`src/efr_map.svh`:
```
`ifndef EFR_MAP_SVH
`define EFR_MAP_SVH
// ****************************************************************
// ****************************************************************

// Error word bit positions
`define EFR_B_AWAIT 0
`define EFR_B_NOPWR 1
`define EFR_B_DRV 2
`define EFR_B_INVAL 3
`define EFR_B_INDISC 4
`define EFR_B_FBDISC 5
`define EFR_B_CUR 6
`define EFR_B_FRAME 7
`define EFR_B_OVR 8
`define EFR_B_FULL 9
`define EFR_B_CRC 10
`define EFR_B_PROTO 11
`define EFR_B_TMO 12
`define EFR_AWAIT_MASK 16'h0001
`define EFR_STOP_MASK 16'h1ffe
`define EFR_RSV_MASK 16'h1fff

// Command bytes
`define EFR_C_START 8'haa
`define EFR_C_HALT 8'hb3
`define EFR_C_OCC 8'hb5
`define EFR_C_OFF 8'hff
`define EFR_C_REV 8'he0
`define EFR_C_FWD 8'he1
`define EFR_C_HIRES 3'h6
`define EFR_C_RD_LO 8'h81
`define EFR_C_TWO_LO 8'ha1
`define EFR_C_RD_HI 8'hbf
`define EFR_CMD_MSB 8'h80
`define EFR_CRC_POLY 8'h91
`define EFR_LEN_BAD 2'h3
`define EFR_TGT_MID 12'h800

// Variable indexes
`define EFR_V_INPUT 4'h0
`define EFR_V_TARGET 4'h1
`define EFR_V_FB 4'h2
`define EFR_V_SFB 4'h3
`define EFR_V_SUM 4'h4
`define EFR_V_DTGT 4'h5
`define EFR_V_DUTY 4'h6
`define EFR_V_CUR 4'h7
`define EFR_V_PID 4'h8

// Timing
`define EFR_CLK_NS 10
`define EFR_NS_PER_MS 1000000
`define EFR_NS_PER_US 1000
`define EFR_IN_TMO_MS 120
`define EFR_RECOV_US 1000
`define EFR_RUN_NEED 3'h4
`endif

```
`src/efr_pkg.sv`:
```
`default_nettype none
package efr_pkg;
    // Input source selection
    typedef enum logic [1:0] {IN_ANALOG, IN_PULSE, IN_SERIAL} efr_inmode_e;
    // Packet parser states
    typedef enum logic [2:0] {ST_IDLE, ST_ADDR, ST_ACMD, ST_DATA, ST_CRC, ST_SKIP} efr_state_e;
    typedef logic [15:0] efr_word_t;
endpackage : efr_pkg
`default_nettype wire

```
`src/efr_readout.sv`:
```
`timescale 1ns/1ns
`default_nettype none
`include "efr_map.svh"
module efr_readout #(
    parameter int unsigned IN_TMO_CYC = `EFR_IN_TMO_MS * (`EFR_NS_PER_MS / `EFR_CLK_NS),
    parameter int unsigned MS_CYC = `EFR_NS_PER_MS / `EFR_CLK_NS,
    parameter int unsigned RECOV_CYC = `EFR_RECOV_US * `EFR_NS_PER_US / `EFR_CLK_NS
) (
    input wire logic clk_i, // System clock
    input wire logic rst_n_i, // Async reset, active low
    input wire logic [7:0] rx_byte_i, // Received serial byte
    input wire logic rx_valid_i, // Received byte strobe
    input wire logic rx_frame_err_i, // Stop bit missing
    input wire logic rx_overrun_i, // Receiver overrun
    input wire logic rx_drop_i, // Byte queue full, byte lost
    input wire logic crc_en_i, // Check byte required
    input wire logic [6:0] dev_num_i, // Own device number
    input wire logic tmo_en_i, // Serial timeout enabled
    input wire logic [15:0] tmo_ms_i, // Serial timeout in ms
    input wire efr_pkg::efr_inmode_e input_mode_i, // Input source
    input wire logic [11:0] analog_in_i, // Analog input conversion
    input wire logic aux_in_en_i, // Input open test enabled
    input wire logic aux_in_open_i, // Input found open
    input wire logic [11:0] in_max_i, // Input absolute maximum
    input wire logic [11:0] in_min_i, // Input absolute minimum
    input wire logic pulse_done_i, // Pulse measured
    input wire logic pulse_good_i, // Pulse valid
    input wire logic [11:0] pulse_width_i, // Pulse width
    input wire logic fb_analog_i, // Analog feedback mode
    input wire logic [11:0] fb_i, // Raw feedback
    input wire logic aux_fb_en_i, // Feedback open test enabled
    input wire logic aux_fb_open_i, // Feedback found open
    input wire logic [11:0] fb_max_i, // Feedback absolute maximum
    input wire logic [11:0] fb_min_i, // Feedback absolute minimum
    input wire logic [15:0] scaled_fb_i, // Scaled feedback
    input wire logic [15:0] err_sum_i, // Error sum
    input wire logic [15:0] duty_tgt_i, // Duty cycle target
    input wire logic [15:0] duty_i, // Duty cycle
    input wire logic [7:0] current_i, // Motor current
    input wire logic [7:0] current_max_i, // Current limit
    input wire logic [15:0] pid_count_i, // Loop period count
    input wire logic drv_fault_i, // Motor driver fault
    input wire logic usb_i, // USB attached
    input wire logic motor_pwr_i, // Motor power present
    input wire efr_pkg::efr_word_t err_en_i, // Error enables
    input wire logic tx_ready_i, // Transmitter takes byte
    output logic [7:0] tx_byte_o, // Response byte
    output logic tx_valid_o, // Response byte valid
    output logic [11:0] target_o, // Target value
    output logic err_line_o, // Error line
    output logic red_led_o, // Red indicator
    output logic drv_toggle_o // Driver recovery line
);
    import efr_pkg::*;

    efr_state_e st;
    logic [7:0] cmd;
    logic [6:0] dat;
    logic [7:0] crc;
    logic [7:0] crc_nx;
    logic [7:0] cmd_in;
    logic [1:0] len;
    logic opening;
    logic interrupted;
    logic go;
    logic crc_bad;
    logic proto_bad;
    efr_word_t halt;
    efr_word_t occ;
    efr_word_t ev;
    efr_word_t en_eff;
    efr_word_t halt_clr;
    logic [11:0] in_val;
    logic [11:0] pw_val;
    logic pw_invalid;
    logic por_done;
    logic [31:0] ms_cnt;
    logic [15:0] tmo_ms;
    logic [31:0] rec_cnt;
    logic is_halt;
    logic is_occ;
    logic motor_off;
    logic set_tgt;
    logic rd_go;
    logic tx_free;
    logic pend;
    logic [7:0] pend_byte;
    logic [7:0] off8;
    logic [3:0] idx;
    logic two;
    efr_word_t var_val;
    logic [7:0] resp_lo;
    logic [7:0] resp_hi;

    // Byte-wise CRC-7, bits taken LSB first as they travel on the line
    function automatic logic [7:0] crc_step(input logic [7:0] acc, input logic [7:0] b);
        logic [7:0] c;
        c = acc ^ b;
        for (int i = 0; i < 8; i++) begin
            c = c[0] ? ((c ^ `EFR_CRC_POLY) >> 1) : (c >> 1);
        end
        return c;
    endfunction : crc_step

    // Data bytes following a command byte; bad length marks unknown codes
    function automatic logic [1:0] cmd_len(input logic [7:0] c);
        if (c[7:5] == `EFR_C_HIRES || c == `EFR_C_FWD || c == `EFR_C_REV) begin
            return 2'h1;
        end
        if (c == `EFR_C_OFF || (c >= `EFR_C_RD_LO && c <= `EFR_C_RD_HI)) begin
            return 2'h0;
        end
        return `EFR_LEN_BAD;
    endfunction : cmd_len

    // ****************************************************************
    // Packet parser
    // ****************************************************************

    // Addressed form carries the command with its top bit cleared
    assign cmd_in = (st == ST_ACMD) ? (rx_byte_i | `EFR_CMD_MSB) : rx_byte_i;
    assign len = cmd_len(cmd_in);
    assign crc_nx = crc_step(rx_byte_i[7] ? 8'h00 : crc, rx_byte_i);
    assign opening = rx_valid_i && ((rx_byte_i[7] && rx_byte_i != `EFR_C_START)
                     || (!rx_byte_i[7] && st == ST_ACMD));
    assign interrupted = rx_valid_i && rx_byte_i[7] && st != ST_IDLE && st != ST_SKIP;

    // Sequence the packet bytes; a new command byte always restarts
    always_ff @(posedge clk_i or negedge rst_n_i) begin
        if (!rst_n_i) begin
            st <= ST_IDLE;
            cmd <= 8'h00;
            dat <= 7'h00;
            crc <= 8'h00;
            go <= 1'b0;
            crc_bad <= 1'b0;
            proto_bad <= 1'b0;
        end else begin
            go <= 1'b0;
            crc_bad <= 1'b0;
            proto_bad <= interrupted || (opening && len == `EFR_LEN_BAD);
            if (opening) begin
                cmd <= cmd_in;
                crc <= crc_nx;
                case (len)
                    2'h0: begin
                        st <= crc_en_i ? ST_CRC : ST_IDLE;
                        go <= !crc_en_i;
                    end
                    2'h1: st <= ST_DATA;
                    default: st <= ST_IDLE;
                endcase
            end else if (rx_valid_i && rx_byte_i == `EFR_C_START) begin
                crc <= crc_nx;
                st <= ST_ADDR;
            end else if (rx_valid_i && rx_byte_i[7]) begin
                st <= ST_IDLE;
            end else if (rx_valid_i) begin
                case (st)
                    ST_ADDR: begin
                        crc <= crc_nx;
                        st <= (rx_byte_i[6:0] == dev_num_i) ? ST_ACMD : ST_SKIP;
                    end
                    ST_DATA: begin
                        dat <= rx_byte_i[6:0];
                        crc <= crc_nx;
                        st <= crc_en_i ? ST_CRC : ST_IDLE;
                        go <= !crc_en_i;
                    end
                    ST_CRC: begin
                        st <= ST_IDLE;
                        go <= (rx_byte_i == crc);
                        crc_bad <= (rx_byte_i != crc);
                    end
                    default: st <= st;
                endcase
            end
        end
    end

    // ****************************************************************
    // Command execution and variables
    // ****************************************************************

    assign is_halt = (cmd == `EFR_C_HALT);
    assign is_occ = (cmd == `EFR_C_OCC);
    assign motor_off = go && (cmd == `EFR_C_OFF || (cmd == `EFR_C_REV && dat == 7'h00));
    assign set_tgt = go && (cmd[7:5] == `EFR_C_HIRES || cmd == `EFR_C_FWD
                     || (cmd == `EFR_C_REV && dat != 7'h00));
    assign rd_go = go && cmd >= `EFR_C_RD_LO && cmd <= `EFR_C_RD_HI;

    // Target only moves in serial input mode
    always_ff @(posedge clk_i or negedge rst_n_i) begin
        if (!rst_n_i) begin
            target_o <= `EFR_TGT_MID;
        end else if (set_tgt && input_mode_i == IN_SERIAL) begin
            if (cmd == `EFR_C_FWD) begin
                target_o <= `EFR_TGT_MID + {1'b0, dat, 4'h0};
            end else if (cmd == `EFR_C_REV) begin
                target_o <= `EFR_TGT_MID - {1'b0, dat, 4'h0};
            end else begin
                target_o <= {dat, cmd[4:0]};
            end
        end
    end

    efr_pulse_in #(
        .TMO_CYC(IN_TMO_CYC)
    ) u_pulse (
        .clk_i(clk_i),
        .rst_n_i(rst_n_i),
        .enable_i(input_mode_i == IN_PULSE),
        .pulse_done_i(pulse_done_i),
        .pulse_good_i(pulse_good_i),
        .pulse_width_i(pulse_width_i),
        .value_o(pw_val),
        .invalid_o(pw_invalid)
    );

    // Input variable by source
    always_comb begin
        case (input_mode_i)
            IN_SERIAL: in_val = target_o;
            IN_PULSE: in_val = pw_val;
            default: in_val = analog_in_i;
        endcase
    end

    // Read code to variable index and byte choice
    always_comb begin
        two = (cmd >= `EFR_C_TWO_LO);
        off8 = cmd - (two ? `EFR_C_TWO_LO : `EFR_C_RD_LO);
        idx = off8[4:1];
        case (idx)
            `EFR_V_INPUT: var_val = {4'h0, in_val};
            `EFR_V_TARGET: var_val = {4'h0, target_o};
            `EFR_V_FB: var_val = {4'h0, fb_i};
            `EFR_V_SFB: var_val = scaled_fb_i;
            `EFR_V_SUM: var_val = err_sum_i;
            `EFR_V_DTGT: var_val = duty_tgt_i;
            `EFR_V_DUTY: var_val = duty_i;
            `EFR_V_CUR: var_val = {8'h00, current_i};
            `EFR_V_PID: var_val = pid_count_i;
            default: var_val = 16'h0000;
        endcase
        if (is_halt) begin
            var_val = halt & en_eff;
        end else if (is_occ) begin
            var_val = occ;
        end
        resp_hi = var_val[15:8];
        resp_lo = (!two && off8[0]) ? var_val[15:8] : var_val[7:0];
    end

    // ****************************************************************
    // Error word
    // ****************************************************************

    assign en_eff = (err_en_i | `EFR_AWAIT_MASK) & `EFR_RSV_MASK;
    assign halt_clr = ((go && is_halt) ? ~`EFR_AWAIT_MASK : 16'h0000)
                      | (set_tgt ? `EFR_AWAIT_MASK : 16'h0000);

    // Error events of this cycle
    always_comb begin
        ev = 16'h0000;
        ev[`EFR_B_AWAIT] = motor_off || (!por_done && input_mode_i == IN_SERIAL);
        ev[`EFR_B_NOPWR] = usb_i && !motor_pwr_i;
        ev[`EFR_B_DRV] = drv_fault_i || (usb_i && !motor_pwr_i);
        ev[`EFR_B_INVAL] = pw_invalid && input_mode_i == IN_PULSE;
        ev[`EFR_B_INDISC] = in_val > in_max_i || in_val < in_min_i
            || (aux_in_en_i && input_mode_i == IN_ANALOG && aux_in_open_i);
        ev[`EFR_B_FBDISC] = fb_i > fb_max_i || fb_i < fb_min_i
            || (aux_fb_en_i && fb_analog_i && aux_fb_open_i);
        ev[`EFR_B_CUR] = current_i > current_max_i;
        ev[`EFR_B_FRAME] = rx_frame_err_i;
        ev[`EFR_B_OVR] = rx_overrun_i;
        ev[`EFR_B_FULL] = rx_drop_i;
        ev[`EFR_B_CRC] = crc_bad;
        ev[`EFR_B_PROTO] = proto_bad;
        ev[`EFR_B_TMO] = tmo_en_i && tmo_ms_i != 16'h0000 && tmo_ms >= tmo_ms_i;
    end

    // Latched and sticky sets; a new event beats a clear in the same cycle
    always_ff @(posedge clk_i or negedge rst_n_i) begin
        if (!rst_n_i) begin
            halt <= 16'h0000;
            occ <= 16'h0000;
            por_done <= 1'b0;
        end else begin
            por_done <= 1'b1;
            halt <= (halt & ~halt_clr) | (ev & en_eff);
            occ <= ((go && is_occ) ? 16'h0000 : occ) | ev;
        end
    end

    // Error indication ignores the awaiting bit
    always_ff @(posedge clk_i or negedge rst_n_i) begin
        if (!rst_n_i) begin
            err_line_o <= 1'b0;
            red_led_o <= 1'b0;
        end else begin
            err_line_o <= |(halt & en_eff & `EFR_STOP_MASK);
            red_led_o <= |(halt & en_eff & `EFR_STOP_MASK);
        end
    end

    // Timeout clock; any accepted command restarts it
    always_ff @(posedge clk_i or negedge rst_n_i) begin
        if (!rst_n_i) begin
            ms_cnt <= 32'h0;
            tmo_ms <= 16'h0000;
        end else if (!tmo_en_i || go) begin
            ms_cnt <= 32'h0;
            tmo_ms <= 16'h0000;
        end else if (ms_cnt >= MS_CYC - 1) begin
            ms_cnt <= 32'h0;
            if (tmo_ms != 16'hffff) begin
                tmo_ms <= tmo_ms + 16'h0001;
            end
        end else begin
            ms_cnt <= ms_cnt + 32'h1;
        end
    end

    // Recovery: toggle the driver line periodically while the fault stands
    always_ff @(posedge clk_i or negedge rst_n_i) begin
        if (!rst_n_i) begin
            rec_cnt <= 32'h0;
            drv_toggle_o <= 1'b0;
        end else if (!ev[`EFR_B_DRV]) begin
            rec_cnt <= 32'h0;
            drv_toggle_o <= 1'b0;
        end else if (rec_cnt >= RECOV_CYC - 1) begin
            rec_cnt <= 32'h0;
            drv_toggle_o <= ~drv_toggle_o;
        end else begin
            rec_cnt <= rec_cnt + 32'h1;
        end
    end

    // ****************************************************************
    // Response sender
    // ****************************************************************

    // A read arriving while a reply is still pending is dropped
    assign tx_free = !tx_valid_o || (tx_ready_i && !pend);

    always_ff @(posedge clk_i or negedge rst_n_i) begin
        if (!rst_n_i) begin
            tx_byte_o <= 8'h00;
            tx_valid_o <= 1'b0;
            pend <= 1'b0;
            pend_byte <= 8'h00;
        end else if (rd_go && tx_free) begin
            tx_byte_o <= resp_lo;
            tx_valid_o <= 1'b1;
            pend <= two;
            pend_byte <= resp_hi;
        end else if (tx_valid_o && tx_ready_i) begin
            if (pend) begin
                tx_byte_o <= pend_byte;
                pend <= 1'b0;
            end else begin
                tx_valid_o <= 1'b0;
            end
        end
    end
endmodule : efr_readout
`default_nettype wire

```
`src/efr_pulse_in.sv`:
```
`timescale 1ns/1ns
`default_nettype none
`include "efr_map.svh"
module efr_pulse_in #(
    parameter int unsigned TMO_CYC = `EFR_IN_TMO_MS * (`EFR_NS_PER_MS / `EFR_CLK_NS)
) (
    input wire logic clk_i, // System clock
    input wire logic rst_n_i, // Async reset, active low
    input wire logic enable_i, // Pulse-width input mode
    input wire logic pulse_done_i, // One pulse measured
    input wire logic pulse_good_i, // Measured pulse is valid
    input wire logic [11:0] pulse_width_i, // Measured width
    output logic [11:0] value_o, // Accepted input value
    output logic invalid_o // No update for too long
);
    import efr_pkg::*;

    logic [2:0] run;
    logic [31:0] idle;
    logic good;
    logic bad;
    logic upd;

    // Pulse qualification
    assign good = enable_i & pulse_done_i & pulse_good_i;
    assign bad = enable_i & pulse_done_i & ~pulse_good_i;
    assign upd = good && (run >= (`EFR_RUN_NEED - 3'h1));

    // Good pulses in a row; saturates so each later good pulse updates
    always_ff @(posedge clk_i or negedge rst_n_i) begin
        if (!rst_n_i) begin
            run <= 3'h0;
        end else if (bad || !enable_i) begin
            run <= 3'h0;
        end else if (good && run != `EFR_RUN_NEED) begin
            run <= run + 3'h1;
        end
    end

    // Accepted value
    always_ff @(posedge clk_i or negedge rst_n_i) begin
        if (!rst_n_i) begin
            value_o <= 12'h000;
        end else if (upd) begin
            value_o <= pulse_width_i;
        end
    end

    // Staleness timer; saturates just past the limit to stay small in effect
    always_ff @(posedge clk_i or negedge rst_n_i) begin
        if (!rst_n_i) begin
            idle <= 32'h0;
            invalid_o <= 1'b0;
        end else begin
            if (!enable_i || upd) begin
                idle <= 32'h0;
            end else if (idle <= TMO_CYC) begin
                idle <= idle + 32'h1;
            end
            invalid_o <= enable_i && (idle > TMO_CYC);
        end
    end
endmodule : efr_pulse_in
`default_nettype wire

```
`config.mk`:
```
export PLATFORM = sky130hd
export DESIGN_NAME = efr_readout
export DESIGN_NICKNAME = d
export VERILOG_FILES = /design/src/efr_pkg.sv /design/src/efr_readout.sv /design/src/efr_pulse_in.sv
export VERILOG_INCLUDE_DIRS = /design/src
export SDC_FILE = /design/constraint.sdc
export NUM_CORES = 1
export LEC_CHECK = 0
export BUFFER_PORTS_ARGS = -buffer_cell sky130_fd_sc_hd__clkbuf_2
export CORE_UTILIZATION = 61
export CTS_CLUSTER_DIAMETER = 120
export DETAILED_ROUTE_END_ITERATION = 10
export PLACE_DENSITY_LB_ADDON = 0.3
export SLEW_MARGIN = 20
export SYNTH_ARGS = -nofsm -noshare
export SYNTH_HDL_FRONTEND = slang
export SYNTH_SLANG_ARGS = --single-unit
```
`constraint.sdc`:
```
create_clock -name clk_i -period 7.1 [get_ports clk_i]
set_input_delay 0.355 -clock clk_i [delete_from_list [all_inputs] [get_ports clk_i]]
set_output_delay 0.355 -clock clk_i [all_outputs]
set_load 0.1 [all_outputs]
```
# After elaboration in Yosys (flattened, before gate mapping)
# Index checks and enable logic that the tools add are counted.
# word_totals
reg_bits	222
elab_cells	267
out_inout_bits	24
in_bits	248
# classes
n_reduce_logical	86
bitwise	24
mux	72
n_eq_ne	37
addsub	8
order_cmp	16
# ops
operator	n
2-to-1 mux 32 bit	6
one-hot mux 16 bit (9 select lines)	1
2-to-1 mux 16 bit	7
adder 32 x 1 -> 32 bit, second input constant	3
2-to-1 mux 8 bit	11
equality test 8 bit, second input constant	9
greater-or-equal comparator 32 x 17 -> 1 bit, second input constant	2
2-to-1 mux 7 bit	8
logical AND 1 bit	34
> comparator 32 x 24 -> 1 bit, second input constant	1
less-or-equal comparator 32 x 24 -> 1 bit, second input constant	1
bitwise OR 16 x 13 -> 16 bit	2
greater-or-equal comparator 8 bit, second input constant	3
> comparator 12 bit	2
< comparator 12 bit	2
2-to-1 mux 12 bit	2
2-to-1 mux 3 bit	8
one-hot mux 12 bit (2 select lines)	1
2-to-1 mux 1 bit	21
inverter 2 -> 3 bit	7
logical OR 1 bit	18
adder 16 x 1 -> 16 bit, second input constant	1
bitwise AND 16 x 13 -> 16 bit	1
bitwise AND 16 bit	1
51 further kinds	91

# Longest topological paths before layout
# logic_depth
word_depth	23
ltp_mapped	13

# By module
# Synthesis repeated with hierarchy kept, for this count alone.
# hier_totals
hier_cells	1485
area_unflattened_um2	13564.3
# by_module_without_submodules
mod	area_each_um2	instances	seq_area_each_um2	cells_per_inst
efr_readout	11237.0	1	4180.3	1253
efr_pulse_in	2327.2	1	1201.2	232

# Least setup slack after synthesis
# No wires, ideal clock.
# synth_timing
path_kind	input -> register
start	input port input_mode_i[0]
end	register halt[4]
setup_slack_ps	3913
n_path_buf	3
t_arrival_ps	3066
cell_stages	12
cell_sequence	inv_1 > ha_1 > clkbuf_1 > clkbuf_1 > clkbuf_1 > a21oi_1 > ha_1 > nand4_1 > or2_2 > a311o_1 > a32o_1 > a22o_1
# synth_between
elab_chain_len	7
elab_cells_between_ends	12
classes_between	order compare: 2; eq/ne: 2; mux: 1; bitwise: 2; reduce/logical: 5
# synth_rtl
item	line_no	source
from (decl)	efr_readout.sv:20	input wire efr_pkg::efr_inmode_e input_mode_i,
equality test 2 x 1 -> 1 bit or equality test 2 bit (tied branches)	efr_readout.sv:222	case (input_mode_i)
one-hot mux 12 bit (2 select lines)	efr_readout.sv:222	
> comparator 12 bit or < comparator 12 bit (tied branches)	efr_readout.sv:270	ev[`EFR_B_INDISC] = in_val > in_max_i || in_val < in_min_i
logical OR 1 bit	efr_readout.sv:270	
logical OR 1 bit (*)	efr_readout.sv:271	|| (aux_in_en_i && input_mode_i == IN_ANALOG && aux_in_open_i);
bitwise AND 13 bit (*)	efr_readout.sv:291	halt <= (halt & ~halt_clr) | (ev & en_eff);
bitwise OR 16 x 13 -> 16 bit (*)	efr_readout.sv:291	
to (signal assigned)	efr_readout.sv:291	
to (decl)	efr_readout.sv:68	efr_word_t halt;
# Mark *: on every way between the ends. The rest lies on a longest branch, timed or not.
# A chain may end at the register's enable or synchronous reset.

# Final worst setup path
# layout_timing
start	register cmd[0]
end	register tx_byte_o[6]
# layout_between
elab_chain_len	7
elab_cells_between_ends	28
classes_between	add/sub: 1; order compare: 3; eq/ne: 10; mux: 5; reduce/logical: 9
# layout_rtl
item	line_no	source
from (decl)	efr_readout.sv:57	logic [7:0] cmd;
from (signal assigned)	efr_readout.sv:143	cmd <= cmd_in;
subtractor 5 bit	efr_readout.sv:232	off8 = cmd - (two ? `EFR_C_TWO_LO : `EFR_C_RD_LO);
equality test 4 bit (tied with other cells)	efr_readout.sv:234	case (idx)
one-hot mux 16 bit (9 select lines)	efr_readout.sv:234	
2-to-1 mux 16 bit	efr_readout.sv:248	end else if (is_occ) begin
2-to-1 mux 16 bit	efr_readout.sv:246	if (is_halt) begin
2-to-1 mux 8 bit	efr_readout.sv:252	resp_lo = (!two && off8[0]) ? var_val[15:8] : var_val[7:0];
2-to-1 mux 8 bit	efr_readout.sv:354	end else if (rd_go && tx_free) begin
to (signal assigned)	efr_readout.sv:355	tx_byte_o <= resp_lo;
to (signal assigned)	efr_readout.sv:361	tx_byte_o <= pend_byte;
to (decl)	efr_readout.sv:47	output logic [7:0] tx_byte_o,
# Parallel ways exist; a longest one is shown, timed or not.

==> results.sh <==
export IMPL_status="completed"
export IMPL_finalMaxSlewViolations=0
export IMPL_fin_setup_tns_ns=0
export IMPL_track_usage_pct=36.2
export IMPL_grt_pass1_wl_microns=67400
export IMPL_timing_final_crit_share_pct=55.0
export IMPL_timing_final_ws_setup_ns=3.19
export IMPL_antenna_found_initial=4
export IMPL_synth_seq_area_share_pct=38.6
export IMPL_utilization_pct=74.1
export IMPL_critPathLaunchType="register"
export IMPL_synth_top_cell_area_share_pct=38.4
export IMPL_reg2reg_slack_ns=3.19
export IMPL_hold_violations=0
export IMPL_die_height_microns=153
export IMPL_viasPerCell=6.24
export IMPL_slew_headroom_pct=22.8
export IMPL_ff2ff_path_depth=9
export IMPL_netlist_top_cells_area="dfrtp_1, ha_1, nand2_1"
export IMPL_fp_row_count=54
export IMPL_ioPinCount=272
export IMPL_worstSetupPathType="reg2reg"
export IMPL_crit_fanout=59
export IMPL_fin_nets=2138
export IMPL_switching_share_pct=37.5
export IMPL_clockBufferDepth=3
export IMPL_reg2reg_from="cmd[0]"
export IMPL_core_sq_um=22100
export IMPL_grt_pass1_vias=13000
export IMPL_synthArstFlopShare_pct=100
export IMPL_cts_root_buf="clkbuf_16"
export IMPL_rsz0062_at_grt="false"
export IMPL_drtIter0Drc=1064
export IMPL_setup_viol=0
export IMPL_power_frac_clock_pct=31.0
export IMPL_syn_inst=1547
export IMPL_port_buffers=267
export IMPL_path_delay_family="compound AO/OA/AOI/OAI gates"
export IMPL_start_util_pct=63.2
export IMPL_post_synth_num_cell_types=85
export IMPL_wirelength_microns=42000
export IMPL_crit_slowest_cell="o31ai_2"
export IMPL_clock_sinks=215
export IMPL_fmax_mhz=256
export IMPL_synthToLayoutAreaGrowth_pct=17.4
export IMPL_die_area_sq_um=23500
export IMPL_clk_pin_slew_worst_paths_ns=0.07
export IMPL_reg2reg_to="tx_byte_o[6]"
export IMPL_peakVddDrop_mv=0.185
export IMPL_insertion_delay_ns=0.51
export IMPL_grt_max_degree=90
export IMPL_vias=13100
export IMPL_cts_tree="yes"
export IMPL_fillers=1645
export IMPL_critPathMaxStageDelay_ns=0.79
export IMPL_globalplace_congestion=1.01
export IMPL_cts_buffers=23
export IMPL_synth_top_area_cell="dfrtp_1"
export IMPL_first_pass_iters=6
export IMPL_cts_resized=0
export IMPL_ant_nets=0
export IMPL_startpoint="cmd[0]"
export IMPL_crit_required_ns=7.54
export IMPL_hold_path_depth=2
export IMPL_post_place_ws_ns=3.33
export IMPL_p_int_w=0.00266
export IMPL_overflow=0
export IMPL_htree_levels=1
export IMPL_p_comb_share_pct=33.2
export IMPL_min_to="occ[9]"
export IMPL_crit_path_cell_trace="inv_1 > ha_2 > buf_4 > or3b_1 > o31ai_2 > o21ai_0 > nand4b_1 > o211ai_1 > a31oi_1"
export IMPL_max_slew_worst_pin_slew_ns=1.15
export IMPL_finalClockSkew_ns=0.0130
export IMPL_p_per_area_nw_per_um2=260
export IMPL_yosysWarnings=0
export IMPL_synth_edf_count=0
export IMPL_hpwlAfterDp_microns=31500
export IMPL_power_leakage_nw=7.65
export IMPL_cp_arrival_ns=4.34
export IMPL_ys_flop_type="dfrtp_1"
export IMPL_hold_start="rx_drop_i"
export IMPL_crit_buf_inv=2
export IMPL_hp_class="in2reg"
export IMPL_synth_seq_cells=215
export IMPL_synth_avg_cell_area_sq_um=9.02
export IMPL_fin_crit_ns=3.91
export IMPL_drive_gt1_share_pct=21.2
export IMPL_die_x_microns=153
export IMPL_power_switching_w=0.00159
export IMPL_drc_errors=0
export IMPL_drv_cap=0
export IMPL_wire_per_inst_microns=19.9
export IMPL_p_seq_share_pct=35.8
export IMPL_synth_area_sq_um=14000
export IMPL_end_kind="register"
## synth_stat cells, types with 9 or more instances
library cell / count
or3_1: 13
a31oi_1: 11
or4_1: 14
o211ai_1: 25
a22oi_1: 16
xnor2_1: 31
o21a_1: 19
nand3_1: 55
nor2_1: 124
or2_2: 10
and3_1: 20
o22ai_1: 11
clkbuf_1: 56
mux2i_1: 26
a211oi_1: 16
nand2_1: 139
a21oi_1: 82
a32oi_1: 9
nand2b_1: 12
and2_1: 20
a21o_1: 25
mux2_2: 29
ha_1: 85
buf_2: 13
nand4_1: 34
o21ai_0: 86
a22o_1: 19
nor4_1: 27
xor2_1: 39
inv_1: 96
nor3_1: 17
dfrtp_1: 214
nor2b_1: 26
## power by group through the flow
stage	clock network [W]	registers, W	logic (W)
6_report	0.00132	0.00152	0.00141
3_5_place_dp	0	0.00154	0.00138
4_1_cts	0.00133	0.00152	0.00140
2_1_floorplan	0	0.00168	0.000832
3_3_place_gp	0	0.00153	0.00135
5_1_grt	0.00137	0.00154	0.00153
## stage by stage
step | hold slack [ns] | area [sq um] | power (W) | std cells
global route | 0.0399 | 16400 | 0.00444 | 2105
global placement | 0.449 | 15500 | 0.00288 | 2059
floorplan | 0.0594 | 14100 | 0.00252 | 1576
CTS | 0.0328 | 16400 | 0.00424 | 2101
detailed placement | 0.452 | 15500 | 0.00291 | 2059
finish | 0.0481 | 16400 | 0.00425 | 2105
## layer usage
layer | up-vias | track usage (%) | share of wire [%]
li1 | 6114 | - | -
met1 | 6298 | 43.2 | 38
met2 | 577 | 60.9 | 48
met3 | 156 | 6.63 | 7.5
met4 | 0 | 22.4 | 6.9
met5 | - | 0 | 0
## cell usage in the layout, fill, tap and decap left out, types with 11 or more instances in the layout
cell	count
xnor2_1	30
a22oi_1	16
ha_1	84
a21oi_1	82
nand2b_1	12
o21a_1	19
a22o_1	19
a21o_1	25
mux2i_1	26
nor4_1	27
nor2_1	124
a211oi_1	16
a31oi_1	11
clkbuf_2	266
or3_1	13
or4_1	14
nand4_1	34
nor2b_1	26
nand3_1	55
clkbuf_16	23
and2_1	20
and3_1	20
inv_1	96
nand2_1	139
o211ai_1	25
mux2_2	29
nor3_1	17
o22ai_1	11
o21ai_0	85
dfrtp_1	214
xor2_1	39
conb_1	31
## cells by family (layout without fill, tap and decap cells)
| family | after synthesis | in the layout | synth area share (%) |
|---|---|---|---|
| muxes | 62 | 62 | 5.33 |
| DFF | 215 | 215 | 38.6 |
| other | 2 | 35 | 0.0538 |
| xor gates and xnor gates | 71 | 71 | 4.51 |
| AOI/OAI and AO/OA | 392 | 392 | 18.9 |
| adders and majority gates | 85 | 85 | 7.62 |
| buffers and inverters | 170 | 415 | 4.82 |
| and+or+nand+nor | 550 | 550 | 20.2 |
## how the worst max path moves through the flow
stage,to,slack (ns),cells past startpoint
6_report,tx_byte_o[6],3.19,9
5_1_grt,tx_byte_o[6],2.92,9
4_1_cts,tx_byte_o[6],3.30,9
3_5_place_dp,tx_byte_o[6],3.33,9
3_3_place_gp,tx_byte_o[6],3.41,9
2_1_floorplan,halt[4],3.91,12
## layout make-up
class | instances | area, sq um | share of cell area, %
antenna | 4 | 10.0 | 0.0611
tap | 280 | 350 | 2.14
clock inverter | 14 | 208 | 1.27
inverter | 96 | 360 | 2.20
clock buffer | 27 | 621 | 3.79
timing repair buffer | 278 | 1430 | 8.73
sequential | 215 | 5380 | 32.9
multi-input combinational | 1191 | 8020 | 49.0
## worst register-to-register path, cell delays in order (launching register included)
cell	delay, ns
dfrtp_1	0.60
inv_1	0.19
ha_2	0.35
buf_4	0.52
or3b_1	0.42
o31ai_2	0.79
o21ai_0	0.45
nand4b_1	0.22
o211ai_1	0.11
a31oi_1	0.18
## registers in the layout, indices dropped and copies added, names as in the netlist, 12 cells and up
name             flops
tmo_ms              16
occ                 13
u_pulse.idle        32
u_pulse.value_o     12
rec_cnt             32
ms_cnt              32
target_o            12
halt                13
## repair_timing
| action | CTS | global route |
|---|---|---|
| buffers inserted | 0 | 0 |
| hold endpoints to repair | 87 | 0 |
| hold buffers | 1 | 0 |
(Power assumes the default switching activity.)
